$ cat src/common/timer_pair_map.vh
// Register addresses, field positions, codes and reset values of the timers
`ifndef TIMER_PAIR_MAP_VH
`define TIMER_PAIR_MAP_VH

// ----------------------------------------------------------------------
// Register addresses
// ----------------------------------------------------------------------
`define ADDR_CONTROL_STATUS 8'h88
`define ADDR_MODE_CONFIG 8'h89
`define ADDR_A_LOW 8'h8a
`define ADDR_B_LOW 8'h8b
`define ADDR_A_HIGH 8'h8c
`define ADDR_B_HIGH 8'h8d
`define ADDR_CLOCK_CONFIG 8'h8e

// ----------------------------------------------------------------------
// Control/status bit positions
// ----------------------------------------------------------------------
`define CS_B_FLAG 7
`define CS_B_RUN 6
`define CS_A_FLAG 5
`define CS_A_RUN 4
`define CS_XB_FLAG 3
`define CS_XB_TYPE 2
`define CS_XA_FLAG 1
`define CS_XA_TYPE 0

// ----------------------------------------------------------------------
// Mode configuration fields
// ----------------------------------------------------------------------
`define MC_B_GATE 7
`define MC_B_CNTSEL 6
`define MC_B_MODE_HI 5
`define MC_B_MODE_LO 4
`define MC_A_GATE 3
`define MC_A_CNTSEL 2
`define MC_A_MODE_HI 1
`define MC_A_MODE_LO 0

// ----------------------------------------------------------------------
// Clock configuration fields
// ----------------------------------------------------------------------
`define CC_B_CLKSEL 3
`define CC_A_CLKSEL 2
`define CC_PSC_HI 1
`define CC_PSC_LO 0
`define CC_USED_MASK 8'h0f

// ----------------------------------------------------------------------
// Codes, divider limits and reset values
// ----------------------------------------------------------------------
`define MODE_13BIT 2'b00
`define MODE_16BIT 2'b01
`define MODE_RELOAD 2'b10
`define MODE_SPLIT 2'b11
`define PSC_DIV12 2'b00
`define PSC_DIV4 2'b01
`define PSC_DIV48 2'b10
`define PSC_EXT8 2'b11
`define PSC_LIM12 6'h0b
`define PSC_LIM4 6'h03
`define PSC_LIM48 6'h2f
`define EXT_LIM8 3'h7
`define RESET_BYTE 8'h00

`endif

$ cat src/verilog/input_sync_edge.v
// Two-stage input synchroniser with edge detection per bit
`timescale 1ns/1ps
`default_nettype none

module input_sync_edge #(
  parameter WIDTH = 5
) (
  input wire mclk_i,
  input wire rst_i,
  input wire [WIDTH-1:0] async_i,
  output wire [WIDTH-1:0] level_o,
  output wire [WIDTH-1:0] fall_o,
  output wire [WIDTH-1:0] rise_o
);

  // ----------------------------------------------------------------------
  // Per-bit synchroniser
  // ----------------------------------------------------------------------
  genvar gi;
  generate
    for (gi = 0; gi < WIDTH; gi = gi + 1) begin : g_bit
      reg meta_reg;
      reg sync_reg;
      reg prev_reg;
      // First stage feeds only the second; compare stages two and three
      always @(posedge mclk_i or posedge rst_i) begin
        if (rst_i) begin
          meta_reg <= 1'b1;
          sync_reg <= 1'b1;
          prev_reg <= 1'b1;
        end else begin
          meta_reg <= async_i[gi];
          sync_reg <= meta_reg;
          prev_reg <= sync_reg;
        end
      end
      assign level_o[gi] = sync_reg;
      assign fall_o[gi] = prev_reg & ~sync_reg;
      assign rise_o[gi] = ~prev_reg & sync_reg;
    end
  endgenerate

endmodule

`default_nettype wire

$ cat src/verilog/dual_timer_counter.v
// Two 16-bit counter/timers with shared control/status register
`timescale 1ns/1ps
`default_nettype none
`include "timer_pair_map.vh"

module dual_timer_counter (
  input wire mclk_i,
  input wire rst_i,
  input wire [7:0] sfr_addr_i,
  input wire [7:0] sfr_wdata_i,
  input wire sfr_wr_i,
  input wire sfr_rd_i,
  output reg [7:0] sfr_rdata_o,
  input wire timer_a_count_pin_i,
  input wire timer_b_count_pin_i,
  input wire ext_gate_input_a_i,
  input wire ext_gate_input_b_i,
  input wire ext_clk_i,
  input wire gate_a_polarity_i,
  input wire gate_b_polarity_i,
  input wire timer_a_irq_enable_i,
  input wire timer_b_irq_enable_i,
  input wire timer_a_vector_i,
  input wire timer_b_vector_i,
  input wire ext_a_vector_i,
  input wire ext_b_vector_i,
  output reg timer_a_irq_o,
  output reg timer_b_irq_o,
  output reg ext_irq_a_o,
  output reg ext_irq_b_o,
  output reg timer_b_overflow_o
);

  // ----------------------------------------------------------------------
  // Count step for modes 0 to 2; returns {overflow, high, low}
  // ----------------------------------------------------------------------
  function [16:0] count_step;
    input [1:0] mode;
    input [7:0] hi;
    input [7:0] lo;
    reg [13:0] c13;
    reg [16:0] c16;
    reg [8:0] c8;
    begin
      c13 = {1'b0, hi, lo[4:0]} + 14'd1;
      c16 = {1'b0, hi, lo} + 17'd1;
      c8 = {1'b0, lo} + 9'd1;
      case (mode)
        // Upper three low-byte bits are left alone
        `MODE_13BIT: count_step = {c13[13], c13[12:5], lo[7:5], c13[4:0]};
        `MODE_16BIT: count_step = c16;
        `MODE_RELOAD: count_step = {c8[8], hi, c8[8] ? hi : c8[7:0]};
        default: count_step = {1'b0, hi, lo};
      endcase
    end
  endfunction

  // ----------------------------------------------------------------------
  // Input synchronisers
  // ----------------------------------------------------------------------
  wire [4:0] pin_level;
  wire [4:0] pin_fall;
  wire [4:0] pin_rise;

  // Bits: 0 count A, 1 count B, 2 gate A, 3 gate B, 4 external clock
  input_sync_edge #(
    .WIDTH(5)
  ) u_sync (
    .mclk_i(mclk_i),
    .rst_i(rst_i),
    .async_i({ext_clk_i, ext_gate_input_b_i, ext_gate_input_a_i,
      timer_b_count_pin_i, timer_a_count_pin_i}),
    .level_o(pin_level),
    .fall_o(pin_fall),
    .rise_o(pin_rise)
  );

  // ----------------------------------------------------------------------
  // Registers
  // ----------------------------------------------------------------------
  reg timer_a_overflow_flag_reg;
  reg timer_b_overflow_flag_reg;
  reg timer_a_run_reg;
  reg timer_b_run_reg;
  reg ext_irq_a_flag_reg;
  reg ext_irq_b_flag_reg;
  reg ext_irq_a_type_reg;
  reg ext_irq_b_type_reg;
  reg [7:0] timer_mode_config_reg;
  reg [3:0] timer_clock_config_reg;
  reg [7:0] timer_a_low_byte_reg;
  reg [7:0] timer_a_high_byte_reg;
  reg [7:0] timer_b_low_byte_reg;
  reg [7:0] timer_b_high_byte_reg;
  reg [5:0] psc_cnt_reg;
  reg [2:0] ext_div_reg;

  // ----------------------------------------------------------------------
  // Field decode
  // ----------------------------------------------------------------------
  wire [1:0] mode_a;
  wire [1:0] mode_b;
  wire [1:0] prescale_field;
  wire split_a;
  wire gate_active_a;
  wire gate_active_b;
  wire timer_a_enabled;
  wire timer_b_enabled;

  assign mode_a = timer_mode_config_reg[`MC_A_MODE_HI:`MC_A_MODE_LO];
  assign mode_b = timer_mode_config_reg[`MC_B_MODE_HI:`MC_B_MODE_LO];
  assign prescale_field = timer_clock_config_reg[`CC_PSC_HI:`CC_PSC_LO];
  assign split_a = (mode_a == `MODE_SPLIT);

  // Polarity one means active high
  assign gate_active_a = (pin_level[2] == gate_a_polarity_i);
  assign gate_active_b = (pin_level[3] == gate_b_polarity_i);

  // Run with gate off, or with gate on and input active
  assign timer_a_enabled = timer_a_run_reg &
    (~timer_mode_config_reg[`MC_A_GATE] | gate_active_a);
  // B ignores its run bit while A is split; mode 3 then stops it
  assign timer_b_enabled = split_a ? (mode_b != `MODE_SPLIT) :
    (timer_b_run_reg &
    (~timer_mode_config_reg[`MC_B_GATE] | gate_active_b));

  // ----------------------------------------------------------------------
  // Prescaler
  // ----------------------------------------------------------------------
  reg [5:0] psc_limit;
  reg psc_tick;
  wire ext_tick;

  // External clock is only seen through the synchroniser, hence div 8
  assign ext_tick = pin_fall[4] & (ext_div_reg == `EXT_LIM8);

  // Divider limit and tick from the prescale field
  always @* begin
    case (prescale_field)
      `PSC_DIV12: psc_limit = `PSC_LIM12;
      `PSC_DIV4: psc_limit = `PSC_LIM4;
      `PSC_DIV48: psc_limit = `PSC_LIM48;
      default: psc_limit = `PSC_LIM12;
    endcase
    if (prescale_field == `PSC_EXT8) begin
      psc_tick = ext_tick;
    end else begin
      psc_tick = (psc_cnt_reg >= psc_limit);
    end
  end

  // Free-running dividers; >= limit recovers from a field change
  always @(posedge mclk_i or posedge rst_i) begin
    if (rst_i) begin
      psc_cnt_reg <= 6'h00;
      ext_div_reg <= 3'h0;
    end else begin
      if (psc_cnt_reg >= psc_limit) begin
        psc_cnt_reg <= 6'h00;
      end else begin
        psc_cnt_reg <= psc_cnt_reg + 6'h01;
      end
      if (pin_fall[4]) begin
        ext_div_reg <= ext_div_reg + 3'h1;
      end
    end
  end

  // ----------------------------------------------------------------------
  // Count sources
  // ----------------------------------------------------------------------
  wire tick_a;
  wire tick_a_high;
  wire tick_b;

  // A: pin falls, or system clock, or prescaled clock
  assign tick_a = timer_mode_config_reg[`MC_A_CNTSEL] ? pin_fall[0] :
    (timer_clock_config_reg[`CC_A_CLKSEL] | psc_tick);
  // Split high byte never counts the pin
  assign tick_a_high = timer_clock_config_reg[`CC_A_CLKSEL] | psc_tick;
  // B loses its pin while A is split
  assign tick_b = (timer_mode_config_reg[`MC_B_CNTSEL] & ~split_a) ?
    pin_fall[1] :
    (timer_clock_config_reg[`CC_B_CLKSEL] | psc_tick);

  // ----------------------------------------------------------------------
  // Count next values
  // ----------------------------------------------------------------------
  reg [7:0] a_low_next;
  reg [7:0] a_high_next;
  reg [7:0] b_low_next;
  reg [7:0] b_high_next;
  reg ovf_a;
  reg ovf_a_high;
  reg ovf_b;
  reg [16:0] a_step;
  reg [16:0] b_step;
  reg [8:0] a_lo_inc;
  reg [8:0] a_hi_inc;
  reg wr_a_low;
  reg wr_a_high;
  reg wr_b_low;
  reg wr_b_high;

  // Hardware step first, then software writes override
  always @* begin
    a_step = count_step(mode_a, timer_a_high_byte_reg, timer_a_low_byte_reg);
    b_step = count_step(mode_b, timer_b_high_byte_reg, timer_b_low_byte_reg);
    a_lo_inc = {1'b0, timer_a_low_byte_reg} + 9'd1;
    a_hi_inc = {1'b0, timer_a_high_byte_reg} + 9'd1;
    wr_a_low = sfr_wr_i & (sfr_addr_i == `ADDR_A_LOW);
    wr_a_high = sfr_wr_i & (sfr_addr_i == `ADDR_A_HIGH);
    wr_b_low = sfr_wr_i & (sfr_addr_i == `ADDR_B_LOW);
    wr_b_high = sfr_wr_i & (sfr_addr_i == `ADDR_B_HIGH);
    a_low_next = timer_a_low_byte_reg;
    a_high_next = timer_a_high_byte_reg;
    b_low_next = timer_b_low_byte_reg;
    b_high_next = timer_b_high_byte_reg;
    ovf_a = 1'b0;
    ovf_a_high = 1'b0;
    ovf_b = 1'b0;
    if (split_a) begin
      // Two independent 8-bit counters
      if (timer_a_enabled & tick_a) begin
        a_low_next = a_lo_inc[7:0];
        ovf_a = a_lo_inc[8];
      end
      if (timer_b_run_reg & tick_a_high) begin
        a_high_next = a_hi_inc[7:0];
        ovf_a_high = a_hi_inc[8];
      end
    end else if (timer_a_enabled & tick_a) begin
      a_high_next = a_step[15:8];
      a_low_next = a_step[7:0];
      ovf_a = a_step[16];
    end
    // Mode 3 of B holds via the default step
    if (timer_b_enabled & tick_b) begin
      b_high_next = b_step[15:8];
      b_low_next = b_step[7:0];
      ovf_b = b_step[16];
    end
    if (wr_a_low) begin
      a_low_next = sfr_wdata_i;
    end
    if (wr_a_high) begin
      a_high_next = sfr_wdata_i;
    end
    if (wr_b_low) begin
      b_low_next = sfr_wdata_i;
    end
    if (wr_b_high) begin
      b_high_next = sfr_wdata_i;
    end
  end

  // ----------------------------------------------------------------------
  // Flag next values
  // ----------------------------------------------------------------------
  reg wr_cs;
  reg set_tf_a;
  reg set_tf_b;
  reg set_ie_a;
  reg set_ie_b;
  reg tf_a_next;
  reg tf_b_next;
  reg ie_a_next;
  reg ie_b_next;
  reg edge_a;
  reg edge_b;

  // Hardware set always beats a same-cycle clear
  always @* begin
    wr_cs = sfr_wr_i & (sfr_addr_i == `ADDR_CONTROL_STATUS);
    set_tf_a = ovf_a;
    // B's own overflow is muted while A is split
    set_tf_b = split_a ? ovf_a_high : ovf_b;
    edge_a = gate_a_polarity_i ? pin_rise[2] : pin_fall[2];
    edge_b = gate_b_polarity_i ? pin_rise[3] : pin_fall[3];
    set_ie_a = edge_a;
    set_ie_b = edge_b;
    tf_a_next = timer_a_overflow_flag_reg & ~timer_a_vector_i;
    tf_b_next = timer_b_overflow_flag_reg & ~timer_b_vector_i;
    ie_a_next = ext_irq_a_flag_reg & ~ext_a_vector_i;
    ie_b_next = ext_irq_b_flag_reg & ~ext_b_vector_i;
    if (wr_cs) begin
      tf_a_next = sfr_wdata_i[`CS_A_FLAG];
      tf_b_next = sfr_wdata_i[`CS_B_FLAG];
      ie_a_next = sfr_wdata_i[`CS_XA_FLAG];
      ie_b_next = sfr_wdata_i[`CS_XB_FLAG];
    end
    tf_a_next = tf_a_next | set_tf_a;
    tf_b_next = tf_b_next | set_tf_b;
    if (ext_irq_a_type_reg) begin
      ie_a_next = ie_a_next | set_ie_a;
    end else begin
      ie_a_next = gate_active_a;
    end
    if (ext_irq_b_type_reg) begin
      ie_b_next = ie_b_next | set_ie_b;
    end else begin
      ie_b_next = gate_active_b;
    end
  end

  // ----------------------------------------------------------------------
  // State registers
  // ----------------------------------------------------------------------
  // Run bits change only the enable; counts are never cleared here
  always @(posedge mclk_i or posedge rst_i) begin
    if (rst_i) begin
      timer_a_overflow_flag_reg <= 1'b0;
      timer_b_overflow_flag_reg <= 1'b0;
      timer_a_run_reg <= 1'b0;
      timer_b_run_reg <= 1'b0;
      ext_irq_a_flag_reg <= 1'b0;
      ext_irq_b_flag_reg <= 1'b0;
      ext_irq_a_type_reg <= 1'b0;
      ext_irq_b_type_reg <= 1'b0;
      timer_mode_config_reg <= `RESET_BYTE;
      timer_clock_config_reg <= 4'h0;
      timer_a_low_byte_reg <= `RESET_BYTE;
      timer_a_high_byte_reg <= `RESET_BYTE;
      timer_b_low_byte_reg <= `RESET_BYTE;
      timer_b_high_byte_reg <= `RESET_BYTE;
    end else begin
      timer_a_overflow_flag_reg <= tf_a_next;
      timer_b_overflow_flag_reg <= tf_b_next;
      ext_irq_a_flag_reg <= ie_a_next;
      ext_irq_b_flag_reg <= ie_b_next;
      timer_a_low_byte_reg <= a_low_next;
      timer_a_high_byte_reg <= a_high_next;
      timer_b_low_byte_reg <= b_low_next;
      timer_b_high_byte_reg <= b_high_next;
      if (wr_cs) begin
        timer_a_run_reg <= sfr_wdata_i[`CS_A_RUN];
        timer_b_run_reg <= sfr_wdata_i[`CS_B_RUN];
        ext_irq_a_type_reg <= sfr_wdata_i[`CS_XA_TYPE];
        ext_irq_b_type_reg <= sfr_wdata_i[`CS_XB_TYPE];
      end
      if (sfr_wr_i & (sfr_addr_i == `ADDR_MODE_CONFIG)) begin
        timer_mode_config_reg <= sfr_wdata_i;
      end
      if (sfr_wr_i & (sfr_addr_i == `ADDR_CLOCK_CONFIG)) begin
        timer_clock_config_reg <= sfr_wdata_i[`CC_B_CLKSEL:`CC_PSC_LO];
      end
    end
  end

  // ----------------------------------------------------------------------
  // Read path
  // ----------------------------------------------------------------------
  reg [7:0] read_mux;

  // Unmapped addresses read zero
  always @* begin
    case (sfr_addr_i)
      `ADDR_CONTROL_STATUS: read_mux = {timer_b_overflow_flag_reg,
        timer_b_run_reg, timer_a_overflow_flag_reg, timer_a_run_reg,
        ext_irq_b_flag_reg, ext_irq_b_type_reg, ext_irq_a_flag_reg,
        ext_irq_a_type_reg};
      `ADDR_MODE_CONFIG: read_mux = timer_mode_config_reg;
      `ADDR_CLOCK_CONFIG: read_mux = {4'h0, timer_clock_config_reg};
      `ADDR_A_LOW: read_mux = timer_a_low_byte_reg;
      `ADDR_A_HIGH: read_mux = timer_a_high_byte_reg;
      `ADDR_B_LOW: read_mux = timer_b_low_byte_reg;
      `ADDR_B_HIGH: read_mux = timer_b_high_byte_reg;
      default: read_mux = `RESET_BYTE;
    endcase
  end

  // ----------------------------------------------------------------------
  // Registered outputs
  // ----------------------------------------------------------------------
  // Interrupt lines trail their flags by one cycle
  always @(posedge mclk_i or posedge rst_i) begin
    if (rst_i) begin
      sfr_rdata_o <= `RESET_BYTE;
      timer_a_irq_o <= 1'b0;
      timer_b_irq_o <= 1'b0;
      ext_irq_a_o <= 1'b0;
      ext_irq_b_o <= 1'b0;
      timer_b_overflow_o <= 1'b0;
    end else begin
      if (sfr_rd_i) begin
        sfr_rdata_o <= read_mux;
      end
      timer_a_irq_o <= timer_a_overflow_flag_reg & timer_a_irq_enable_i;
      timer_b_irq_o <= timer_b_overflow_flag_reg & timer_b_irq_enable_i;
      ext_irq_a_o <= ext_irq_a_flag_reg;
      ext_irq_b_o <= ext_irq_b_flag_reg;
      // Baud and conversion pulse follows B even while A is split
      timer_b_overflow_o <= ovf_b;
    end
  end

endmodule

`default_nettype wire

$ cat config.mk
export PLATFORM = sky130hd
export DESIGN_NAME = dual_timer_counter
export DESIGN_NICKNAME = d
export VERILOG_FILES = /design/src/verilog/input_sync_edge.v /design/src/verilog/dual_timer_counter.v
export VERILOG_INCLUDE_DIRS = /design/src /design/src/common
export SDC_FILE = /design/constraint.sdc
export NUM_CORES = 1
export LEC_CHECK = 0
export BUFFER_PORTS_ARGS = -buffer_cell sky130_fd_sc_hd__buf_2
export CORE_ASPECT_RATIO = 0.9
export CORE_MARGIN = 3
export CORE_UTILIZATION = 55
export CTS_BUF_LIST = sky130_fd_sc_hd__clkbuf_16
export DETAILED_ROUTE_END_ITERATION = 10
export PLACE_DENSITY = 0.74
export SETUP_SLACK_MARGIN = 0.2
export SYNTH_ARGS = -nofsm -noshare
export SYNTH_HDL_FRONTEND = slang
export SYNTH_HIERARCHICAL = 1
export SYNTH_SLANG_ARGS = --single-unit
export TNS_END_PERCENT = 5
$ cat constraint.sdc
create_clock -name mclk_i -period 2.88 [get_ports mclk_i]
set_clock_uncertainty 0.1 [all_clocks]
set_input_delay 0.288 -clock mclk_i [delete_from_list [all_inputs] [get_ports mclk_i]]
set_output_delay 0.288 -clock mclk_i [all_outputs]
set_load 0.005 [all_outputs]
==> out/results.ini, run 1 <==
[status]
run_status = finished clean

[global_routing]
grt_pass1_vias = 5166
number_of_antenna_violations_at_the_first_check_in_global_routing = 0
grt_start_max_net_pins = 32
groute.usage.overall_pct = 29.5
global_route_wire_length_before_repair_um = 27600
gr-total-overflow = 0

[routing]
detailedRoute.firstPassIterationCount = 6
route.antenna.remaining_nets = 0
first_iter_violations = 726
detail_route.wl_per_cell_um = 21.5
drc_errors = 0
viasPerCell = 6.76
finalWirelength_um = 17700
num_vias = 5579

[synthesis]
post_synth.cell_area_avg_um2 = 9.05
synthesis.instances = 653
post_synthesis_instance_area_um2 = 5910
synth_fp_nets = 703
ys.warnings.count = 6

[cts]
clk_root_buffer_cell = sky130_fd_sc_hd__clkbuf_16
cts_tree = yes
htreeDepth = 3
clock_latency_at_the_later_pin_of_the_worst_skew_pair_ns = 0.34
cts.clk_slew.worst_paths_ns = 0.06
clockBufferDepth = 2
tritoncts.num_buffers = 9
clock_sinks = 89

[die]
initial_standard_cell_utilization_of_the_core_pct = 56.9
die_width_um = 115
ios = 46
die-area_um2 = 12000
placement_rows = 35
die_height_um = 104
coreArea_um2 = 10400

[sta]
setup_tns_ns = 0
worst_hold_slack_ns = 0.0561
worst_slew_margin_relative_to_its_limit_pct = 59.3
worst-slew-pin-transition_ns = 0.606
final_max_slew_viol_count = 0
hold_viol_final = 0
finalCriticalPeriod_ns = 2.63
rsz0062_at_grt = yes
fmax_mhz = 380
fin_crit_sh_pct = 91.4
setup_violations = 0

[hold_path]
worst_hold_path.num_cells = 2
hold_class = input port to flip-flop

[cells_and_area]
fillers = 841
diodes = 0
final_util_pct = 63.9
final-seq-area_um2 = 2250
area_occupied_by_multi_input_gates_um2 = 3350
flow.area_growth_from_synthesis_pct = 12.2
drive_above_1_share_pct = 21.1
final_non_filler_cell_total = 825
design.final.nets = 741

[worst_setup_path]
critical_path.startpoint_type = flip-flop
critPathMaxFanout = 9
crit_arrival_ns = 2.74
delay_contributed_by_the_slowest_stage_of_the_critical_path_ns = 0.44
worstSetupEndpointType = flip-flop
r2r.worst_path.cells = 8
data_required_time_at_the_worst_endpoint_ns = 2.99
critical_path.cell_chain = nand2b_1 > ha_1 > a21o_1 > a211oi_2 > a21oi_2 > o221ai_2 > mux2i_1 > o21ai_1
critical_path_class = flip-flop to flip-flop
slowest_stage = sky130_fd_sc_hd__dfrtp_1

[placement]
port_buffer_count = 45
post-dp-hpwl_um = 13000
gpl.final_weighted_congestion = 0.969
dp.cells = 802

[power_and_ir_drop]
power.density_cell_area_nw_per_um2 = 567
ir_drop_uv = 595
cellLeakagePower_uw = 0.00284

[job]
max-cap-violations = 0

## layer usage
| metal | up-vias | wire length, um | GRT usage, % |
|---|---|---|---|
| met5 | - | 0 | 0 |
| met4 | 0 | 572 | 10.4 |
| met3 | 53 | 1840 | 8.38 |
| met2 | 341 | 7590 | 41.9 |
| met1 | 2681 | 7740 | 42.8 |
| li1 | 2504 | - | - |
## final timing paths
kind                            slack (ns)                         to                      start
worst max-delay path                  0.25    timer_a_low_byte_reg[0]  timer_clock_config_reg[0]
worst min-delay path                  0.06              timer_a_irq_o       timer_a_irq_enable_i
worst max register to register        0.25    timer_a_low_byte_reg[0]  timer_clock_config_reg[0]
worst min register to register        0.26   u_sync/g_bit[3].sync_reg   u_sync/g_bit[3].meta_reg
max in group asynchronous             1.44  timer_b_overflow_flag_reg                      rst_i
min in group asynchronous             0.44         ext_irq_a_type_reg                      rst_i
## layout make-up
cell class | count | share of cell area (%)
Multi-Input combinational cell | 485 | 50.5
Sequential cell | 89 | 33.9
Timing Repair Buffer | 72 | 6.68
Clock buffer | 11 | 4.15
Tap cell | 129 | 2.44
Inverter | 34 | 1.93
Clock inverter | 5 | 0.396
## stage by stage
| stage | setup WS [ns] | instance area (um^2) | total power [uW] |
|---|---|---|---|
| after floorplan | 0.596 | 5910 | 2280 |
| after global placement | 0.171 | 6240 | 2520 |
| after detailed placement | 0.132 | 6240 | 2560 |
| after CTS | 0.186 | 6610 | 3750 |
| after global routing | 0.0775 | 6630 | 3940 |
| final | 0.248 | 6630 | 3760 |
## power breakdown
part | leakage, uW | internal (uW) | switching [uW]
registers | 0.00111 | 1430 | 298
clock network | 0.000153 | 683 | 487
logic | 0.00157 | 399 | 457
total | 0.00284 | 2520 | 1240
## worst max-delay path, delay by kind of cell, from the launching register on
kind / cells / cell delay, ns
DFF: 1 / 0.44
AOI/OAI and AO/OA: 5 / 1.22
and+or+nand+nor: 1 / 0.20
adders and majority gates: 1 / 0.29
muxes: 1 / 0.24
## cell usage in the layout (no fill, tap or decap), drive strengths merged, types with 12 or more instances in the layout
master  count
xnor2      12
a21oi      30
a22oi      16
o211ai     14
o21ai      38
dfrtp      74
ha         17
mux2       20
nand3      29
nor3       14
inv        36
buf        66
nor2       41
dfstp      15
nand2      65
## what timing repair did
item	CTS	global route
setup buffers	1	0
endpoints found under the setup margin	6	28
gates resized for setup	0	3
hold buffers	6	0
hold endpoints to repair	27	0
pin swaps	1	0
No activity file was read; power rests on OpenSTA's default activity.
==> run 2, diff against run 1 <==
- clock period: 2.88 -> 3.15 ns (I/O delays scaled with it)
==> out/results.ini, run 2 (synthesis results as in run 1) <==
[cts]
htreeDepth = 3  ; unchanged
clk_root_buffer_cell = sky130_fd_sc_hd__clkbuf_16
cts.clk_slew.worst_paths_ns = 0.07  ; about the same
clock_latency_at_the_later_pin_of_the_worst_skew_pair_ns = 0.35  ; about the same
clockBufferDepth = 2  ; unchanged
cts_tree = yes
cts_repair_resize_count = 0  ; unchanged
clock_sinks = 89  ; unchanged
tritoncts.num_buffers = 9  ; unchanged

[cells_and_area]
flow.area_growth_from_synthesis_pct = 10.1
drive_above_1_share_pct = 19.6  ; -1.5 points
layout.cells.most_common = sky130_fd_sc_hd__dfrtp_1
design.final.nets = 727  ; -1.9%
most-common-layout-cells = sky130_fd_sc_hd__dfrtp_1, sky130_fd_sc_hd__nand2_1, sky130_fd_sc_hd__buf_2
fillers = 858  ; +2.0%
diodes = 0  ; unchanged

[sta]
fmax_mhz = 358  ; -5.7%
finalCriticalPeriod_ns = 2.79  ; +0.159 ns
setup_violations = 0  ; unchanged
hold_viol_final = 11  ; +11
fin_crit_sh_pct = 88.6  ; -2.8 points
worst-slew-pin-transition_ns = 0.725  ; +0.119 ns
setup_tns_ns = 0  ; unchanged
final_max_slew_viol_count = 0  ; unchanged
worst_slew_margin_relative_to_its_limit_pct = 51.5  ; -7.8 points
rsz0062_at_grt = no
worst_hold_slack_ns = -0.0123  ; -0.0684 ns

[routing]
detail_route.wl_per_cell_um = 21.0  ; -2.5%
viasPerCell = 6.74  ; -0.39%
detailedRoute.firstPassIterationCount = 7  ; +1
route.antenna.remaining_nets = 0  ; unchanged
first_iter_violations = 690  ; -5.0%
drc_errors = 0  ; unchanged
num_vias = 5463  ; -2.1%
finalWirelength_um = 17000  ; -4.2%

[worst_setup_path]
critPathMaxFanout = 8  ; -1
crit_arrival_ns = 2.95  ; +0.21 ns
critical_path_class = flip-flop to flip-flop
regToRegEndpoint = count_step.hi[3]
critical_path.startpoint_type = flip-flop
reg2reg_slack_ns = 0.36  ; +0.11 ns
data_required_time_at_the_worst_endpoint_ns = 3.31  ; +0.32 ns
worst_r2r_startpoint = timer_clock_config_reg[0]
r2r.worst_path.cells = 8  ; unchanged
worstSetupEndpointType = flip-flop

[global_routing]
grt_pass1_vias = 5208  ; +0.81%
grt_start_max_net_pins = 33  ; +3.1%
global_route_wire_length_before_repair_um = 27500  ; -0.45%
groute.usage.overall_pct = 28.8  ; -0.69 points
number_of_antenna_violations_at_the_first_check_in_global_routing = 0  ; unchanged
gr-total-overflow = 0  ; unchanged

[power_and_ir_drop]
intPower_uw = 2270  ; -9.9%
ir_drop_uv = 494  ; -17%
cellLeakagePower_uw = 0.00276  ; -2.6%
clockPowerShare_pct = 31.6  ; +0.5 points
power.share.combinational_pct = 22.3  ; -0.5 points
power.density_cell_area_nw_per_um2 = 527  ; -7.1%
power.net_switching_uw = 1160  ; -6.5%
power.switching_fraction_pct = 33.9  ; +0.82 points
total_power_uw = 3430  ; -8.8%
seq_power_share_pct = 46.1  ; about the same

[die]
die_width_um = 115  ; unchanged
die-area_um2 = 12000  ; unchanged
die_height_um = 104  ; unchanged
ios = 46  ; unchanged
initial_standard_cell_utilization_of_the_core_pct = 56.9  ; unchanged
placement_rows = 35  ; unchanged
coreArea_um2 = 10400  ; unchanged

[placement]
gpl.final_weighted_congestion = 0.960  ; -0.97%
post-dp-hpwl_um = 12500  ; -3.2%
port_buffer_count = 45  ; unchanged

[job]
max-cap-violations = 0  ; unchanged

[status]
run_status = finished with violations
failed_checks = negative hold slack

[hold_path]
hold_class = input port to async pin

[run 2: power groups by stage]
| stage | clock network (uW) | registers, uW | logic [uW] |
|---|---|---|---|
| 2_1_floorplan | 0 | 1440 | 651 |
| 3_3_place_gp | 0 | 1580 | 710 |
| 3_5_place_dp | 0 | 1590 | 748 |
| 4_1_cts | 1100 | 1570 | 758 |
| 5_1_grt | 1140 | 1600 | 854 |
| 6_report | 1080 | 1580 | 763 |
[run 2: how the worst max path moves through the flow]
stage / startpoint / end / slack [ns] / depth (start not counted)
after floorplan: rst_i / count_step.hi[0] / 0.85 / 1
after global placement: timer_clock_config_reg[0] / count_step.hi[3] / 0.48 / 8
after detailed placement: timer_clock_config_reg[0] / count_step.hi[3] / 0.43 / 8
after CTS: timer_clock_config_reg[0] / count_step.hi[3] / 0.41 / 8
after global routing: timer_clock_config_reg[0] / count_step.hi[3] / 0.28 / 8
final: timer_clock_config_reg[0] / count_step.hi[3] / 0.36 / 8
[run 2: timing repair]
item,CTS,global route
buffers inserted,0,0
hold buffers,5,0
endpoints found under the hold margin,5,0
[run 2: area by class of cell]
class | count | area (um^2) | share of cell area (%)
multi-input cells | 485 | 3330 | 51.2
inverters | 34 | 128 | 1.96
clock inverters | 6 | 52.6 | 0.808
clock buffers | 10 | 250 | 3.85
well taps | 129 | 161 | 2.48
repair buffers | 58 | 335 | 5.15
flip-flops and latches | 89 | 2250 | 34.5
[run 2: layer usage]
layer,wire length [um],vias up,track usage (%)
met4,436,0,8.13
li1,-,2478,-
met2,7490,310,42.7
met1,7300,2631,41.9
met3,1770,44,6.98
met5,0,-,0
[run 2: critical path, cell delays in order (launching register included)]
cell	delay, ns
sky130_fd_sc_hd__dfrtp_1	0.44
sky130_fd_sc_hd__nand2b_1	0.20
sky130_fd_sc_hd__ha_1	0.29
sky130_fd_sc_hd__a21o_1	0.21
sky130_fd_sc_hd__a211oi_1	0.40
sky130_fd_sc_hd__o21a_1	0.33
sky130_fd_sc_hd__o31a_1	0.41
sky130_fd_sc_hd__a221oi_1	0.13
sky130_fd_sc_hd__nor3_1	0.19
[run 2: stage by stage]
| step | std cells | setup WS, ns | util, % | hold WS, ns | cell area (um^2) |
|---|---|---|---|---|---|
| 2_1_floorplan | 653 | 0.853 | - | 0.219 | 5910 |
| 3_3_place_gp | 790 | 0.482 | 59.3 | 0.245 | 6150 |
| 3_5_place_dp | 790 | 0.427 | 59.3 | 0.248 | 6150 |
| 4_1_cts | 811 | 0.405 | 62.7 | 0.00348 | 6510 |
| 5_1_grt | 811 | 0.283 | 62.7 | 0.0415 | 6510 |
| 6_report | 811 | 0.359 | 62.7 | -0.0123 | 6510 |
==> run 3, diff against run 2 <==
- CORE_UTILIZATION: 55 -> 50
- PLACE_DENSITY: 0.74 -> 0.68
==> out/results.ini, run 3 (synthesis results as in run 1) <==
[status]
run_status = finished clean

[placement]
gpl.final_weighted_congestion = 0.968  ; +0.90%
dp.cells = 823  ; +4.2%
post-dp-hpwl_um = 13400  ; +7.1%
placed_cell_area_um2 = 6230  ; +1.3%
port_buffer_count = 45  ; unchanged

[global_routing]
number_of_antenna_violations_at_the_first_check_in_global_routing = 0  ; unchanged
groute.usage.overall_pct = 28.7  ; -0.14 points
grt_start_max_net_pins = 37  ; +12%
gr-total-overflow = 0  ; unchanged
grt_pass1_vias = 5078  ; -2.5%
global_route_wire_length_before_repair_um = 28700  ; +4.5%

[routing]
detail_route.wl_per_cell_um = 21.7  ; +3.4%
drc_errors = 0  ; unchanged
route.antenna.remaining_nets = 0  ; unchanged
first_iter_violations = 687  ; -0.43%
finalWirelength_um = 18300  ; +7.7%
viasPerCell = 6.46  ; -4.0%
num_vias = 5462  ; -0.018%
detailedRoute.firstPassIterationCount = 5  ; -2

[power_and_ir_drop]
power.net_switching_uw = 1160  ; -0.40%
seq_power_share_pct = 45.8  ; -0.3 points
clockPowerShare_pct = 31.5  ; about the same
cellLeakagePower_uw = 0.00280  ; +1.2%
intPower_uw = 2290  ; +0.85%
power.switching_fraction_pct = 33.6  ; -0.28 points
total_power_uw = 3440  ; +0.42%
ir_drop_uv = 489  ; -1.1%
power.share.combinational_pct = 22.6  ; +0.3 points
power.density_cell_area_nw_per_um2 = 522  ; -0.80%

[cells_and_area]
fillers = 1050  ; +22%
layout.cells.most_common = sky130_fd_sc_hd__dfrtp_1
most-common-layout-cells = sky130_fd_sc_hd__dfrtp_1, sky130_fd_sc_hd__nand2_1, sky130_fd_sc_hd__buf_2
final_util_pct = 57.4  ; -5.3 points
final_cell_area_um2 = 6590  ; +1.2%
drive_above_1_share_pct = 20.3  ; +0.67 points
design.final.nets = 734  ; +0.96%
diodes = 0  ; unchanged
flow.area_growth_from_synthesis_pct = 11.5
final_non_filler_cell_total = 845  ; +4.2%

[worst_setup_path]
critical_path_class = flip-flop to flip-flop
critical_path.startpoint_type = flip-flop
data_required_time_at_the_worst_endpoint_ns = 3.33  ; +0.02 ns
critPathMaxFanout = 8  ; unchanged
crit_arrival_ns = 3.04  ; +0.09 ns
r2r.worst_path.cells = 8  ; unchanged
reg2reg_slack_ns = 0.28  ; -0.08 ns
worstSetupEndpointType = flip-flop

[cts]
clock_latency_at_the_later_pin_of_the_worst_skew_pair_ns = 0.36  ; about the same
clockBufferDepth = 2  ; unchanged
htreeDepth = 3  ; unchanged
clock_sinks = 89  ; unchanged
cts.clk_slew.worst_paths_ns = 0.06  ; about the same
tritoncts.num_buffers = 9  ; unchanged
cts_tree = yes
clk_root_buffer_cell = sky130_fd_sc_hd__clkbuf_16

[job]
max-cap-violations = 0  ; unchanged

[sta]
final_max_slew_viol_count = 0  ; unchanged
worst-slew-pin-transition_ns = 0.795  ; +0.0694 ns
setup_tns_ns = 0  ; unchanged
hold_viol_final = 0  ; -11
rsz0062_at_grt = no
fmax_mhz = 349  ; -2.7%
setup_violations = 0  ; unchanged
finalCriticalPeriod_ns = 2.87  ; +0.0762 ns
fin_crit_sh_pct = 91.0  ; +2.4 points
worst_slew_margin_relative_to_its_limit_pct = 46.8  ; -4.6 points

[hold_path]
worst_hold_path.num_cells = 2
hold_class = input port to flip-flop

[die]
die_width_um = 121  ; +4.6%
coreArea_um2 = 11500  ; +11%
initial_standard_cell_utilization_of_the_core_pct = 51.5  ; -5.5 points
die-area_um2 = 13200  ; +9.4%
placement_rows = 37  ; +5.7%
ios = 46  ; unchanged
die_height_um = 109  ; +4.6%

[run 3: layout make-up]
class | count | area, um^2 | area share (%)
clock buffer | 9 | 225 | 3.42
clock inverter | 7 | 67.6 | 1.03
inverter | 34 | 129 | 1.96
multi-input combinational | 485 | 3330 | 50.6
sequential | 89 | 2250 | 34.1
tap | 156 | 195 | 2.96
timing repair buffer | 65 | 390 | 5.93
[run 3: final timing paths]
path	start	end
worst min-delay path	timer_b_irq_enable_i	timer_b_irq_o
worst max register to register	timer_clock_config_reg[0]	count_step.hi[3]
worst max-delay path	timer_clock_config_reg[0]	count_step.hi[3]
worst min register to register	u_sync/g_bit[1].meta_reg	u_sync/g_bit[1].sync_reg
max in group asynchronous	rst_i	timer_a_high_byte_reg[5]
min in group asynchronous	rst_i	timer_mode_config_reg[3]
[run 3: per-layer routing]
| layer | vias up | share of wire, % | track usage (%) |
|---|---|---|---|
| met5 | - | 0 | 0 |
| met4 | 0 | 2.3 | 8.66 |
| met3 | 33 | 10 | 7.37 |
| met2 | 308 | 42 | 42.4 |
| met1 | 2642 | 45 | 41.4 |
| li1 | 2479 | - | - |
[run 3: repair_timing]
action,CTS,global route
gates resized for setup,0,0
hold endpoints to repair,39,0
hold buffers,6,0
setup endpoints to repair,0,0
buffers inserted,0,0
[run 3: power groups by stage]
stage / registers [uW] / logic [uW] / clock network, uW
after detailed placement: 1580 / 760 / 0
after floorplan: 1440 / 651 / 0
after CTS: 1570 / 773 / 1110
after global placement: 1580 / 727 / 0
final: 1580 / 779 / 1080
after global routing: 1600 / 870 / 1160
[run 3: metrics by stage]
step           worst slack [ns]  hold slack [ns]
3_5_place_dp              0.398            0.247
2_1_floorplan             0.853            0.219
6_report                  0.283           0.0797
3_3_place_gp              0.515            0.245
4_1_cts                   0.374           0.0695
5_1_grt                   0.215           0.0977
[run 3: critical path, cell delays in order, from the launching register on]
cell and delay, ns:
sky130_fd_sc_hd__dfrtp_1 0.45, sky130_fd_sc_hd__nand2b_1 0.20, sky130_fd_sc_hd__ha_1 0.29, sky130_fd_sc_hd__a21o_1 0.22, sky130_fd_sc_hd__a211oi_1 0.47, sky130_fd_sc_hd__o21a_1 0.33
sky130_fd_sc_hd__o31a_1 0.40, sky130_fd_sc_hd__a221oi_1 0.14, sky130_fd_sc_hd__nor3_1 0.19
